**src/rtl/hsw_params.svh**
```systemverilog
// constants for the high-side switch fault control block
// assumes a 20 MHz core clock; included by bare name
`ifndef HSW_PARAMS_SVH
`define HSW_PARAMS_SVH

`define HSW_CLK_MHZ         20
// high-side status bit positions
`define HSW_SR_CL_BIT       0
`define HSW_SR_OL_BIT       1
// interrupt source code for a high-side event
`define HSW_ISR_HS_CODE     4'h2
`define HSW_ISR_NONE        4'h0
// control register bit positions
`define HSW_CR_EN_BIT       0
`define HSW_CR_PWM_BIT      1
// analog comparator inputs pass this many synchroniser flops, then one filter flop
`define HSW_SYNC_STAGES     3

`endif

```
**src/rtl/hsw_pkg.sv**
```systemverilog
// types for the high-side switch fault control block
// no dependencies
package hsw_pkg;

  typedef enum logic [2:0] {
    MODE_NORMAL,
    MODE_NORMAL_REQ,
    MODE_STOP,
    MODE_SLEEP,
    MODE_RESET
  } hsw_mode_e;

  typedef enum logic [1:0] {
    SW_RUN,
    SW_SHUT_OT,
    SW_SHUT_HV
  } hsw_state_e;

endpackage

```
**src/rtl/hsw_sync_if.sv**
```systemverilog
// carries the synchronised pin levels from the input stage to the core
// all signals on clk
`timescale 1ns/1ps
interface hsw_sync_if;
  logic pwm;
  logic openLoad;
  logic curLimit;
  logic overTemp;
  logic highVolt;

  modport src (output pwm, output openLoad, output curLimit,
               output overTemp, output highVolt);
  modport dst (input pwm, input openLoad, input curLimit,
               input overTemp, input highVolt);
endinterface

```
**src/rtl/hsw_pin_sync.sv**
```systemverilog
// three-flop synchronisers for the asynchronous pins and comparators
// a change is accepted only when the second and third flops agree
`timescale 1ns/1ps
`include "hsw_params.svh"
module hsw_pin_sync (
  input  wire logic clk,
  input  wire logic reset_n,
  input  wire logic pwmPin,
  input  wire logic openLoadCmp,
  input  wire logic curLimitCmp,
  input  wire logic overTempCmp,
  input  wire logic highVoltCmp,
  hsw_sync_if.src   syncOut
);

  localparam int N = 5;

  logic [N-1:0] rawIn;
  logic [N-1:0] s1_reg, s2_reg, s3_reg, lvl_reg;
  logic [N-1:0] s1_next, s2_next, s3_next, lvl_next;

  assign rawIn = {highVoltCmp, overTempCmp, curLimitCmp,
                  openLoadCmp, pwmPin};

  always_comb begin
    s1_next  = rawIn;
    s2_next  = s1_reg;
    s3_next  = s2_reg;
    lvl_next = lvl_reg;
    for (int i = 0; i < N; i++) begin
      // filters a metastable-resolved single-cycle blip
      if (s2_reg[i] == s3_reg[i]) begin
        lvl_next[i] = s3_reg[i];
      end
    end
  end

  always_ff @(posedge clk or negedge reset_n) begin
    if (!reset_n) begin
      s1_reg  <= 5'h00;
      s2_reg  <= 5'h00;
      s3_reg  <= 5'h00;
      lvl_reg <= 5'h00;
    end else begin
      s1_reg  <= s1_next;
      s2_reg  <= s2_next;
      s3_reg  <= s3_next;
      lvl_reg <= lvl_next;
    end
  end

  assign syncOut.pwm      = lvl_reg[0];
  assign syncOut.openLoad = lvl_reg[1];
  assign syncOut.curLimit = lvl_reg[2];
  assign syncOut.overTemp = lvl_reg[3];
  assign syncOut.highVolt = lvl_reg[4];

endmodule // hsw_pin_sync

```
**src/rtl/hsw_switch_ctrl.sv**
```systemverilog
// high-side switch control: on/off, pwm gating, fault flags and shutdown
// assumes analog comparators and the pwm pin are asynchronous to clk,
// and that the host presents control writes as one-cycle strobes
//
// Notes on behaviour
// - output follows the switch-enable control bit
// - enable plus pwm gate: output follows pwm
// - open-load flag bit 1 while current low
// - current limit keeps output on, flag bit 0
// - overtemperature shuts output, latches source code 0010
// - thermal shutdown sets both status flags
// - irq low for overtemperature only when masked in
// - masked source: irq high, source not set
// - after thermal shutdown, only a write re-enables
// - high-voltage shutdown when enabled and present
// - after high-voltage shutdown, write re-enables when clear
// - output may stay on in sleep, stop
// - fault interrupts only in normal, request, stop
`timescale 1ns/1ps
`include "hsw_params.svh"
module hsw_switch_ctrl (
  input  wire logic        clk,
  input  wire logic        reset_n,
  // control register write strobe and data
  input  wire logic        ctrlWrite,
  input  wire logic [1:0]  ctrlWriteData,
  // mode control and interrupt mask bits
  input  wire logic        highVoltShutdownEnable,
  input  wire logic        highSideIrqMaskBit,
  input  wire logic [2:0]  opMode,
  // interrupt source acknowledge from the host side
  input  wire logic        irqSourceClear,
  // asynchronous inputs
  input  wire logic        pwmInputPin,
  input  wire logic        openLoadCmp,
  input  wire logic        curLimitCmp,
  input  wire logic        overTempCmp,
  input  wire logic        highVoltCmp,
  // outputs
  output logic             highSideOutputEnable,
  output logic [1:0]       highSideControlReg,
  output logic [1:0]       highSideStatusReg,
  output logic [3:0]       interruptSourceReg,
  output logic             irqPin_n,
  output logic             shutdownActive
);

  hsw_sync_if syncBus ();

  hsw_pin_sync u_sync (
    .clk         (clk),
    .reset_n     (reset_n),
    .pwmPin      (pwmInputPin),
    .openLoadCmp (openLoadCmp),
    .curLimitCmp (curLimitCmp),
    .overTempCmp (overTempCmp),
    .highVoltCmp (highVoltCmp),
    .syncOut     (syncBus.src)
  );

  hsw_pkg::hsw_mode_e  modeNow;
  assign modeNow = hsw_pkg::hsw_mode_e'(opMode);

  function automatic logic irqModeOk(input hsw_pkg::hsw_mode_e m);
    irqModeOk = (m == hsw_pkg::MODE_NORMAL) ||
                (m == hsw_pkg::MODE_NORMAL_REQ) ||
                (m == hsw_pkg::MODE_STOP);
  endfunction

  // ---- control register and shutdown state ----
  hsw_pkg::hsw_state_e state_reg, state_next;
  logic [1:0]          ctrl_reg, ctrl_next;

  always_comb begin
    state_next = state_reg;
    ctrl_next  = ctrl_reg;
    if (ctrlWrite) begin
      ctrl_next = ctrlWriteData;
    end
    unique case (state_reg)
      hsw_pkg::SW_RUN: begin
        // overtemperature takes precedence for the source report
        if (syncBus.overTemp) begin
          state_next = hsw_pkg::SW_SHUT_OT;
        end else if (highVoltShutdownEnable && syncBus.highVolt) begin
          state_next = hsw_pkg::SW_SHUT_HV;
        end
      end
      hsw_pkg::SW_SHUT_OT: begin
        // a write while still hot is stored but does not restart
        if (ctrlWrite && !syncBus.overTemp) begin
          state_next = hsw_pkg::SW_RUN;
        end
      end
      hsw_pkg::SW_SHUT_HV: begin
        if (syncBus.overTemp) begin
          state_next = hsw_pkg::SW_SHUT_OT;
        end else if (ctrlWrite && !syncBus.highVolt) begin
          state_next = hsw_pkg::SW_RUN;
        end
      end
      default: begin
        // the unused code parks the switch off until the host writes
        state_next = hsw_pkg::SW_SHUT_HV;
      end
    endcase
  end

  always_ff @(posedge clk or negedge reset_n) begin
    if (!reset_n) begin
      state_reg <= hsw_pkg::SW_RUN;
      ctrl_reg  <= 2'h0;
    end else begin
      state_reg <= state_next;
      ctrl_reg  <= ctrl_next;
    end
  end

  // ---- output drive ----
  logic outOn_reg, outOn_next;

  always_comb begin
    outOn_next = 1'b0;
    if (state_reg == hsw_pkg::SW_RUN) begin
      // mode is not consulted: the switch stays usable in sleep and stop
      if (ctrl_reg[`HSW_CR_EN_BIT]) begin
        if (ctrl_reg[`HSW_CR_PWM_BIT]) begin
          outOn_next = syncBus.pwm;
        end else begin
          outOn_next = 1'b1;
        end
      end
    end
  end

  always_ff @(posedge clk or negedge reset_n) begin
    if (!reset_n) begin
      outOn_reg <= 1'b0;
    end else begin
      outOn_reg <= outOn_next;
    end
  end

  // ---- status flags ----
  logic [1:0] status_reg, status_next;

  always_comb begin
    status_next = 2'h0;
    if (state_reg == hsw_pkg::SW_SHUT_OT) begin
      status_next = 2'h3;
    end else begin
      // flags only mean something while the switch drives a load
      status_next[`HSW_SR_OL_BIT] = outOn_reg && syncBus.openLoad;
      status_next[`HSW_SR_CL_BIT] = outOn_reg && syncBus.curLimit;
    end
  end

  always_ff @(posedge clk or negedge reset_n) begin
    if (!reset_n) begin
      status_reg <= 2'h0;
    end else begin
      status_reg <= status_next;
    end
  end

  // ---- interrupt source and request ----
  logic [3:0] isr_reg, isr_next;
  logic       irqN_reg, irqN_next;
  logic       otEvent;

  // entry from run or from high-voltage shutdown is a new thermal event
  assign otEvent = (state_reg != hsw_pkg::SW_SHUT_OT) &&
                   (state_next == hsw_pkg::SW_SHUT_OT);

  always_comb begin
    isr_next = isr_reg;
    if (irqSourceClear) begin
      isr_next = `HSW_ISR_NONE;
    end
    // event wins over a clear in the same cycle
    if (otEvent && highSideIrqMaskBit && irqModeOk(modeNow)) begin
      isr_next = `HSW_ISR_HS_CODE;
    end
    irqN_next = (isr_next == `HSW_ISR_NONE);
  end

  always_ff @(posedge clk or negedge reset_n) begin
    if (!reset_n) begin
      isr_reg  <= `HSW_ISR_NONE;
      irqN_reg <= 1'b1;
    end else begin
      isr_reg  <= isr_next;
      irqN_reg <= irqN_next;
    end
  end

  // ---- shadow outputs, each from a flop ----
  logic shut_reg;

  always_ff @(posedge clk or negedge reset_n) begin
    if (!reset_n) begin
      shut_reg <= 1'b0;
    end else begin
      shut_reg <= (state_next != hsw_pkg::SW_RUN);
    end
  end

  assign highSideOutputEnable = outOn_reg;
  assign highSideControlReg   = ctrl_reg;
  assign highSideStatusReg    = status_reg;
  assign interruptSourceReg   = isr_reg;
  assign irqPin_n             = irqN_reg;
  assign shutdownActive       = shut_reg;

endmodule // hsw_switch_ctrl

```
**config.mk**
```make
export PLATFORM = sky130hd
export DESIGN_NAME = hsw_switch_ctrl
export DESIGN_NICKNAME = d
export VERILOG_FILES = /design/src/rtl/hsw_pkg.sv /design/src/rtl/hsw_sync_if.sv /design/src/rtl/hsw_pin_sync.sv /design/src/rtl/hsw_switch_ctrl.sv
export VERILOG_INCLUDE_DIRS = /design/src /design/src/rtl
export SDC_FILE = /design/constraint.sdc
export NUM_CORES = 1
export LEC_CHECK = 0
export ABC_AREA = 1
export BUFFER_PORTS_ARGS = -buffer_cell sky130_fd_sc_hd__buf_2
export CAP_MARGIN = 40
export CORE_ASPECT_RATIO = 1.75
export CORE_UTILIZATION = 45
export DETAILED_ROUTE_END_ITERATION = 16
export GPL_ROUTABILITY_DRIVEN = 0
export PLACE_DENSITY_LB_ADDON = 0.2
export SLEW_MARGIN = 20
export SYNTH_ARGS = -nofsm -noshare
export SYNTH_HDL_FRONTEND = slang
export SYNTH_SLANG_ARGS = --single-unit
```
**constraint.sdc**
```tcl
create_clock -name clk -period 1.15 [get_ports clk]
set_input_delay 0.2875 -clock clk [delete_from_list [all_inputs] [get_ports clk]]
set_output_delay 0.2875 -clock clk [all_outputs]
set_load 0.01 [all_outputs]
```
==> impl_metrics.py, run 1 <==
metrics = {
    "final_layout": {
        "fill_cells": 205,
        "insertedDiodeCount": 0,
        "finalNetCount": 140,
        "regArea_um2": 827.0,
        "drive_above_1_share": 0.3226,
        "multi_input_area_um2": 229.0,
        "syn2layout_area_growth_pct": 25.43,
    },
    "clock_tree": {
        "tritoncts": "built",
        "insertion_delay_ps": 280,
        "cts_buffers": 5,
        "clock_path_buffers": 2,
        "clockRootBuffer": "clkbuf_8",
        "cts_sinks": 33,
        "clkTransAtPathRegs_ps": 60,
        "htree_levels": 2,
    },
    "die": {
        "die_x_um": 39.33,
        "die-area_um2": 2648,
        "boundaryPins": 27,
        "die_y_um": 67.33,
        "row_count": 23,
        "initial_core_util": 0.4766,
        "core_area_um2": 2302,
    },
    "synth": {
        "postSynthAreaPerCell_um2": 12.47,
        "netlist_area_um2": 1097,
        "ys_warn_count": 0,
        "seq_area_frac_synth": 0.7537,
        "synth_top_family_by_area": "simple AND/OR/NAND/NOR gates",
        "synth_compound_area_frac": 0.02509,
        "muxShareOfSynthArea": 0,
        "synth_simple_gate_area_frac": 0.1380,
        "synthDistinctLibCells": 14,
        "synth_cells": 88,
        "synthesis.nets": 104,
        "yosys.area_share.adder": 0.04561,
        "synthXorXnorAreaFrac": 0,
        "ys_seq_elements": 33,
    },
    "route": {
        "drc": 0,
        "first_iter_violations": 12,
        "dr_total_vias": 707,
        "first_pass_iters": 3,
        "viasPerCell": 4.745,
        "routedWlPerCell_um": 11.84,
        "drtAntennaViolNets": 0,
        "drt_wl_total_um": 1764,
    },
    "timing": {
        "setup_ws_ps": -37.81,
        "timing.slew.headroom": 0.7808,
        "hold_viol_final": 0,
        "finalCriticalPeriod_ps": 1188,
        "skew_ps": 6.709,
        "tns_ps": -37.81,
        "rsz0062_at_grt": "true",
        "max_slew.worst_pin.slew_ps": 328.8,
        "period_share": 1.033,
        "setup_viol": 1,
        "slew_viol_final": 0,
        "max_freq_ghz": 0.8419,
    },
    "critical_path": {
        "worstPathRequired_ps": 860,
        "cpLargestDelayFamily": "flip-flops",
        "r2r_cells": 5,
        "reg2reg_from": "u_sync.lvl_reg[3]",
        "cp_slowest_cell": "dfstp_2",
        "critPathKind": "reg2out",
        "regToRegSetupSlack_ps": 200,
        "worstSetupStartpoint": "irqPin_n",
        "max_stage_delay_ps": 530,
        "path_buf_inv": 1,
        "crit_path_start_kind": "flop",
        "end_kind": "output port",
        "worstPathCellList": "buf_6",
        "cp_data_arrival_time_ps": 900,
        "path_depth": 1,
        "worst-path-max-fanout": 1,
    },
    "global_routing": {
        "grt_usage": 0.1773,
        "grt_pass1_vias": 690,
        "grt_use_met2": 0.2646,
        "grt_use_met3": 0.07895,
        "antenna_found_initial": 0,
        "grt_start_max_net_pins": 16,
        "top_usage_layer": "met2",
        "grt_overflow": 0,
        "grt_use_met1": 0.1913,
        "grt_pass1_wl_um": 2904,
    },
    "outcome": {
        "violations": "negative setup slack",
        "outcome": "finished, violations left",
    },
    "worst_hold_path": {
        "hold_depth": 1,
        "hold_path.class": "in2reg",
        "min-delay-start": "pwmInputPin",
    },
    "placed_design": {
        "portBuffers": 26,
        "dpl.hpwl_um": 1302,
        "place_ws_ps": 236.0,
    },
    "pwr": {
        "power.leakage_nw": 0.7285,
        "p_per_area_nw_per_um2": 1720,
        "vdd_ir_drop_max_uv": 1204,
    },
    "job": {
        "drv_cap": 0,
    },
}
==> Yosys cell counts <==
cell type  instances  area [um^2]
inv_1             10        37.54
dfrtp_1           32        800.8
nand3_2            2        20.02
inv_2              1        3.750
nand2_1           24        90.09
o21ai_0            3        15.01
dfstp_2            1        26.28
nor2_4             1        11.26
o211ai_1           1        7.510
maj3_1             5        50.05
a21oi_1            1        5.000
nor3_1             1        5.000
nor2_2             1        6.260
nor2_1             5        18.77
==> final timing paths <==
path	endpoint
max	irqPin_n
min	u_sync.s1_reg[0]
max reg2reg	shutdownActive
min reg2reg	u_sync.s2_reg[1]
max in group asynchronous	u_sync.s3_reg[4]
min in group asynchronous	highSideStatusReg[0]
==> final cells by class <==
type                    count  share of cell area
repair buffers             29              0.1173
multi-input cells          44              0.1664
inverters                  11             0.03000
flip-flops and latches     33              0.6009
clock buffers               7             0.06273
well taps                  25             0.02273
==> per-layer routing <==
layer / share of wire / vias up
met3: 0.059 / 5
met4: 0.035 / 0
li1: - / 341
met1: 0.41 / 334
met5: 0 / -
met2: 0.49 / 27
==> cells by family after synthesis <==
kind of cell | count (synthesis)
flip-flops | 33
AND/OR/NAND/NOR | 34
adder cells (fa/ha/maj) | 5
AO/OA/AOI/OAI | 5
buffers and inverters | 11
==> metrics by stage <==
step | utilization | power [mW] | instance area (um^2) | instances | hold slack, ps
detailed placement | 0.5533 | 1.546 | 1274 | 141 | 204.7
floorplan | - | 1.426 | 1097 | 88 | -8.091
global placement | 0.5533 | 1.533 | 1274 | 141 | 196.8
finish | 0.5978 | 2.367 | 1376 | 149 | 116.0
CTS | 0.5978 | 2.400 | 1376 | 149 | 104.7
global route | 0.5978 | 2.499 | 1376 | 149 | 98.03
==> placed cells by master, fill, tap and decap left out <==
| master | n |
|---|---|
| buf_4 | 2 |
| dfrtp_1 | 32 |
| inv_2 | 1 |
| clkbuf_8 | 6 |
| nor2_4 | 1 |
| o211ai_1 | 1 |
| inv_1 | 10 |
| clkbuf_1 | 1 |
| dfstp_2 | 1 |
| dlygate4sd3_1 | 1 |
| nor3_1 | 1 |
| buf_6 | 1 |
| o21ai_0 | 3 |
| maj3_1 | 5 |
| nand3_2 | 2 |
| nor2_2 | 1 |
| a21oi_1 | 1 |
| nand2_1 | 24 |
| nor2_1 | 5 |
| buf_2 | 25 |
==> power by group <==
part,switching (mW),internal [mW]
clock,0.368,0.474
sequential,0.0487,1.26
combinational,0.124,0.0973
total,0.540,1.83
==> what timing repair did <==
action                                 4_1_cts  5_1_grt
buffers inserted                             0        0
endpoints found under the hold margin       12        0
gates resized for setup                      1        0
hold buffers                                 1        0
setup endpoints to repair                    1        1
pin swaps                                    0        0
(Power assumes the default switching activity.)
==> inputs of run 2 (changes only) <==
--- a/config.mk
+++ b/config.mk
@@ -9,8 +9,7 @@
 export ABC_AREA = 1
 export BUFFER_PORTS_ARGS = -buffer_cell sky130_fd_sc_hd__buf_2
 export CAP_MARGIN = 40
-export CORE_ASPECT_RATIO = 1.75
-export CORE_UTILIZATION = 45
+export CORE_UTILIZATION = 50
 export DETAILED_ROUTE_END_ITERATION = 16
 export GPL_ROUTABILITY_DRIVEN = 0
 export PLACE_DENSITY_LB_ADDON = 0.2
==> run 2 against run 1 <==
The flow still finishes with violations (negative setup slack). Critical path type unchanged. Clock power down 26%. Critical path depth unchanged. Clock-buffer cell count unchanged. Largest cell class unchanged. Combinational power up 5%. Non-clock buffer count up 1. Flip-flop and latch count unchanged.
==> impl_metrics.py, run 2 (synthesis gave the netlist of run 1 again) <==
metrics = {
    "worst_hold_path": {
        "hold_path.class": "in2reg",
    },
    "critical_path": {
        "critPathKind": "reg2out",
        "worstPathRequired_ps": 860,
        "cp_data_arrival_time_ps": 950,
        "end_kind": "output port",
        "cpLargestDelayFamily": "flip-flops",
        "worstPathCellList": "buf_6",
        "max_stage_delay_ps": 540,
        "worst-path-max-fanout": 1,
        "cp_slowest_cell": "dfstp_2",
        "path_buf_inv": 1,
        "crit_path_start_kind": "flop",
    },
    "job": {
        "drv_cap": 0,
    },
    "route": {
        "drt_wl_total_um": 1563,
        "first_iter_violations": 9,
        "drtAntennaViolNets": 0,
        "first_pass_iters": 2,
        "routedWlPerCell_um": 10.28,
        "viasPerCell": 4.625,
        "dr_total_vias": 703,
        "drc": 0,
    },
    "die": {
        "die_y_um": 48.85,
        "core_area_um2": 2022,
        "row_count": 16,
        "die-area_um2": 2386,
        "die_x_um": 48.85,
        "initial_core_util": 0.5427,
        "boundaryPins": 27,
    },
    "placed_design": {
        "dp.cells": 142,
        "dpl.hpwl_um": 1133,
        "place_ws_ps": 238.8,
        "portBuffers": 26,
    },
    "outcome": {
        "violations": "negative setup slack",
        "outcome": "finished, violations left",
    },
    "global_routing": {
        "grt_pass1_vias": 620,
        "grt_pass1_wl_um": 2642,
        "antenna_found_initial": 0,
        "grt_usage": 0.1563,
        "grt_start_max_net_pins": 24,
        "grt_overflow": 0,
    },
    "timing": {
        "slew_viol_final": 0,
        "tns_ps": -85.28,
        "setup_ws_ps": -85.28,
        "max_slew.worst_pin.slew_ps": 261.0,
        "timing.slew.headroom": 0.8260,
        "hold_viol_final": 0,
        "period_share": 1.074,
        "finalCriticalPeriod_ps": 1235,
        "setup_viol": 1,
        "skew_ps": 2.333,
        "rsz0062_at_grt": "true",
        "max_freq_ghz": 0.8095,
    },
    "final_layout": {
        "syn2layout_area_growth_pct": 24.63,
        "final_cell_mix": "dfrtp_1 (32), buf_2 (25), nand2_1 (24)",
        "drive_above_1_share": 0.3280,
        "final_cells": 152,
        "finalNetCount": 141,
        "final_util": 0.6764,
        "final_common_cell": "dfrtp_1",
        "insertedDiodeCount": 0,
    },
    "clock_tree": {
        "clock_path_buffers": 2,
        "clkTransAtPathRegs_ps": 90,
        "htree_levels": 2,
        "insertion_delay_ps": 320,
        "cts_sinks": 33,
        "clockRootBuffer": "clkbuf_4",
        "tritoncts": "built",
        "cts_buffers": 5,
    },
    "pwr": {
        "total_power_mw": 2.152,
        "p_per_area_nw_per_um2": 1574,
        "vdd_ir_drop_max_uv": 983.7,
        "power.leakage_nw": 0.7259,
    },
}
[run 2: cell count changes in the layout (fill, tap and decap cells not counted), sizes merged]
cell | before | now
buf | 28 | 29
[run 2: metal layers]
metal  vias to the layer above  GRT usage  share of wire
li1                        347          -              -
met1                       327     0.2000           0.46
met2                        26     0.2176           0.45
met3                         3    0.08411          0.073
met4                         0    0.07353          0.016
met5                         -          0              0
[run 2: final timing paths]
kind | from | to | slack [ps] | depth (start not counted)
worst max register to register | state_reg[0] | shutdownActive | 230 | 5
min in group asynchronous | reset_n | u_sync.s3_reg[2] | 360 | 2
max in group asynchronous | reset_n | u_sync.s3_reg[3] | 400 | 3
worst min-delay path | curLimitCmp | u_sync.s1_reg[2] | 70 | 1
worst max-delay path | irqPin_n | irqPin_n | -90 | 1
worst min register to register | u_sync.s1_reg[3] | u_sync.s2_reg[3] | 350 | 0
[run 2: power breakdown]
part | leakage, nW | total [mW] | internal (mW) | switching, mW
clock network | 0.0314 | 0.621 | 0.288 | 0.333
registers | 0.396 | 1.30 | 1.25 | 0.0470
logic | 0.298 | 0.231 | 0.107 | 0.124
total | 0.726 | 2.15 | 1.65 | 0.504
[run 2: per-stage QoR]
| step | area [um^2] | hold WS (ps) |
|---|---|---|
| 2_1_floorplan | 1097 | -8.091 |
| 3_3_place_gp | 1281 | 169.8 |
| 3_5_place_dp | 1281 | 172.2 |
| 4_1_cts | 1353 | 49.73 |
| 5_1_grt | 1368 | 43.34 |
| 6_report | 1368 | 66.44 |
[run 2: area by class of cell]
cell class | instances | area, um^2
Clock buffer | 7 | 55.05
Fill cell | 158 | 654.4
Inverter | 11 | 41.29
Multi-Input combinational cell | 44 | 229.0
Sequential cell | 33 | 827.0
Tap cell | 27 | 33.78
Timing Repair Buffer | 30 | 181.4
[run 2: what timing repair did]
item | 4_1_cts | 5_1_grt
buffers inserted | 0 | 2
gates resized for setup | 1 | 0
endpoints found under the setup margin | 3 | 8
endpoints found under the hold margin | 9 | 0
hold buffers | 1 | 0
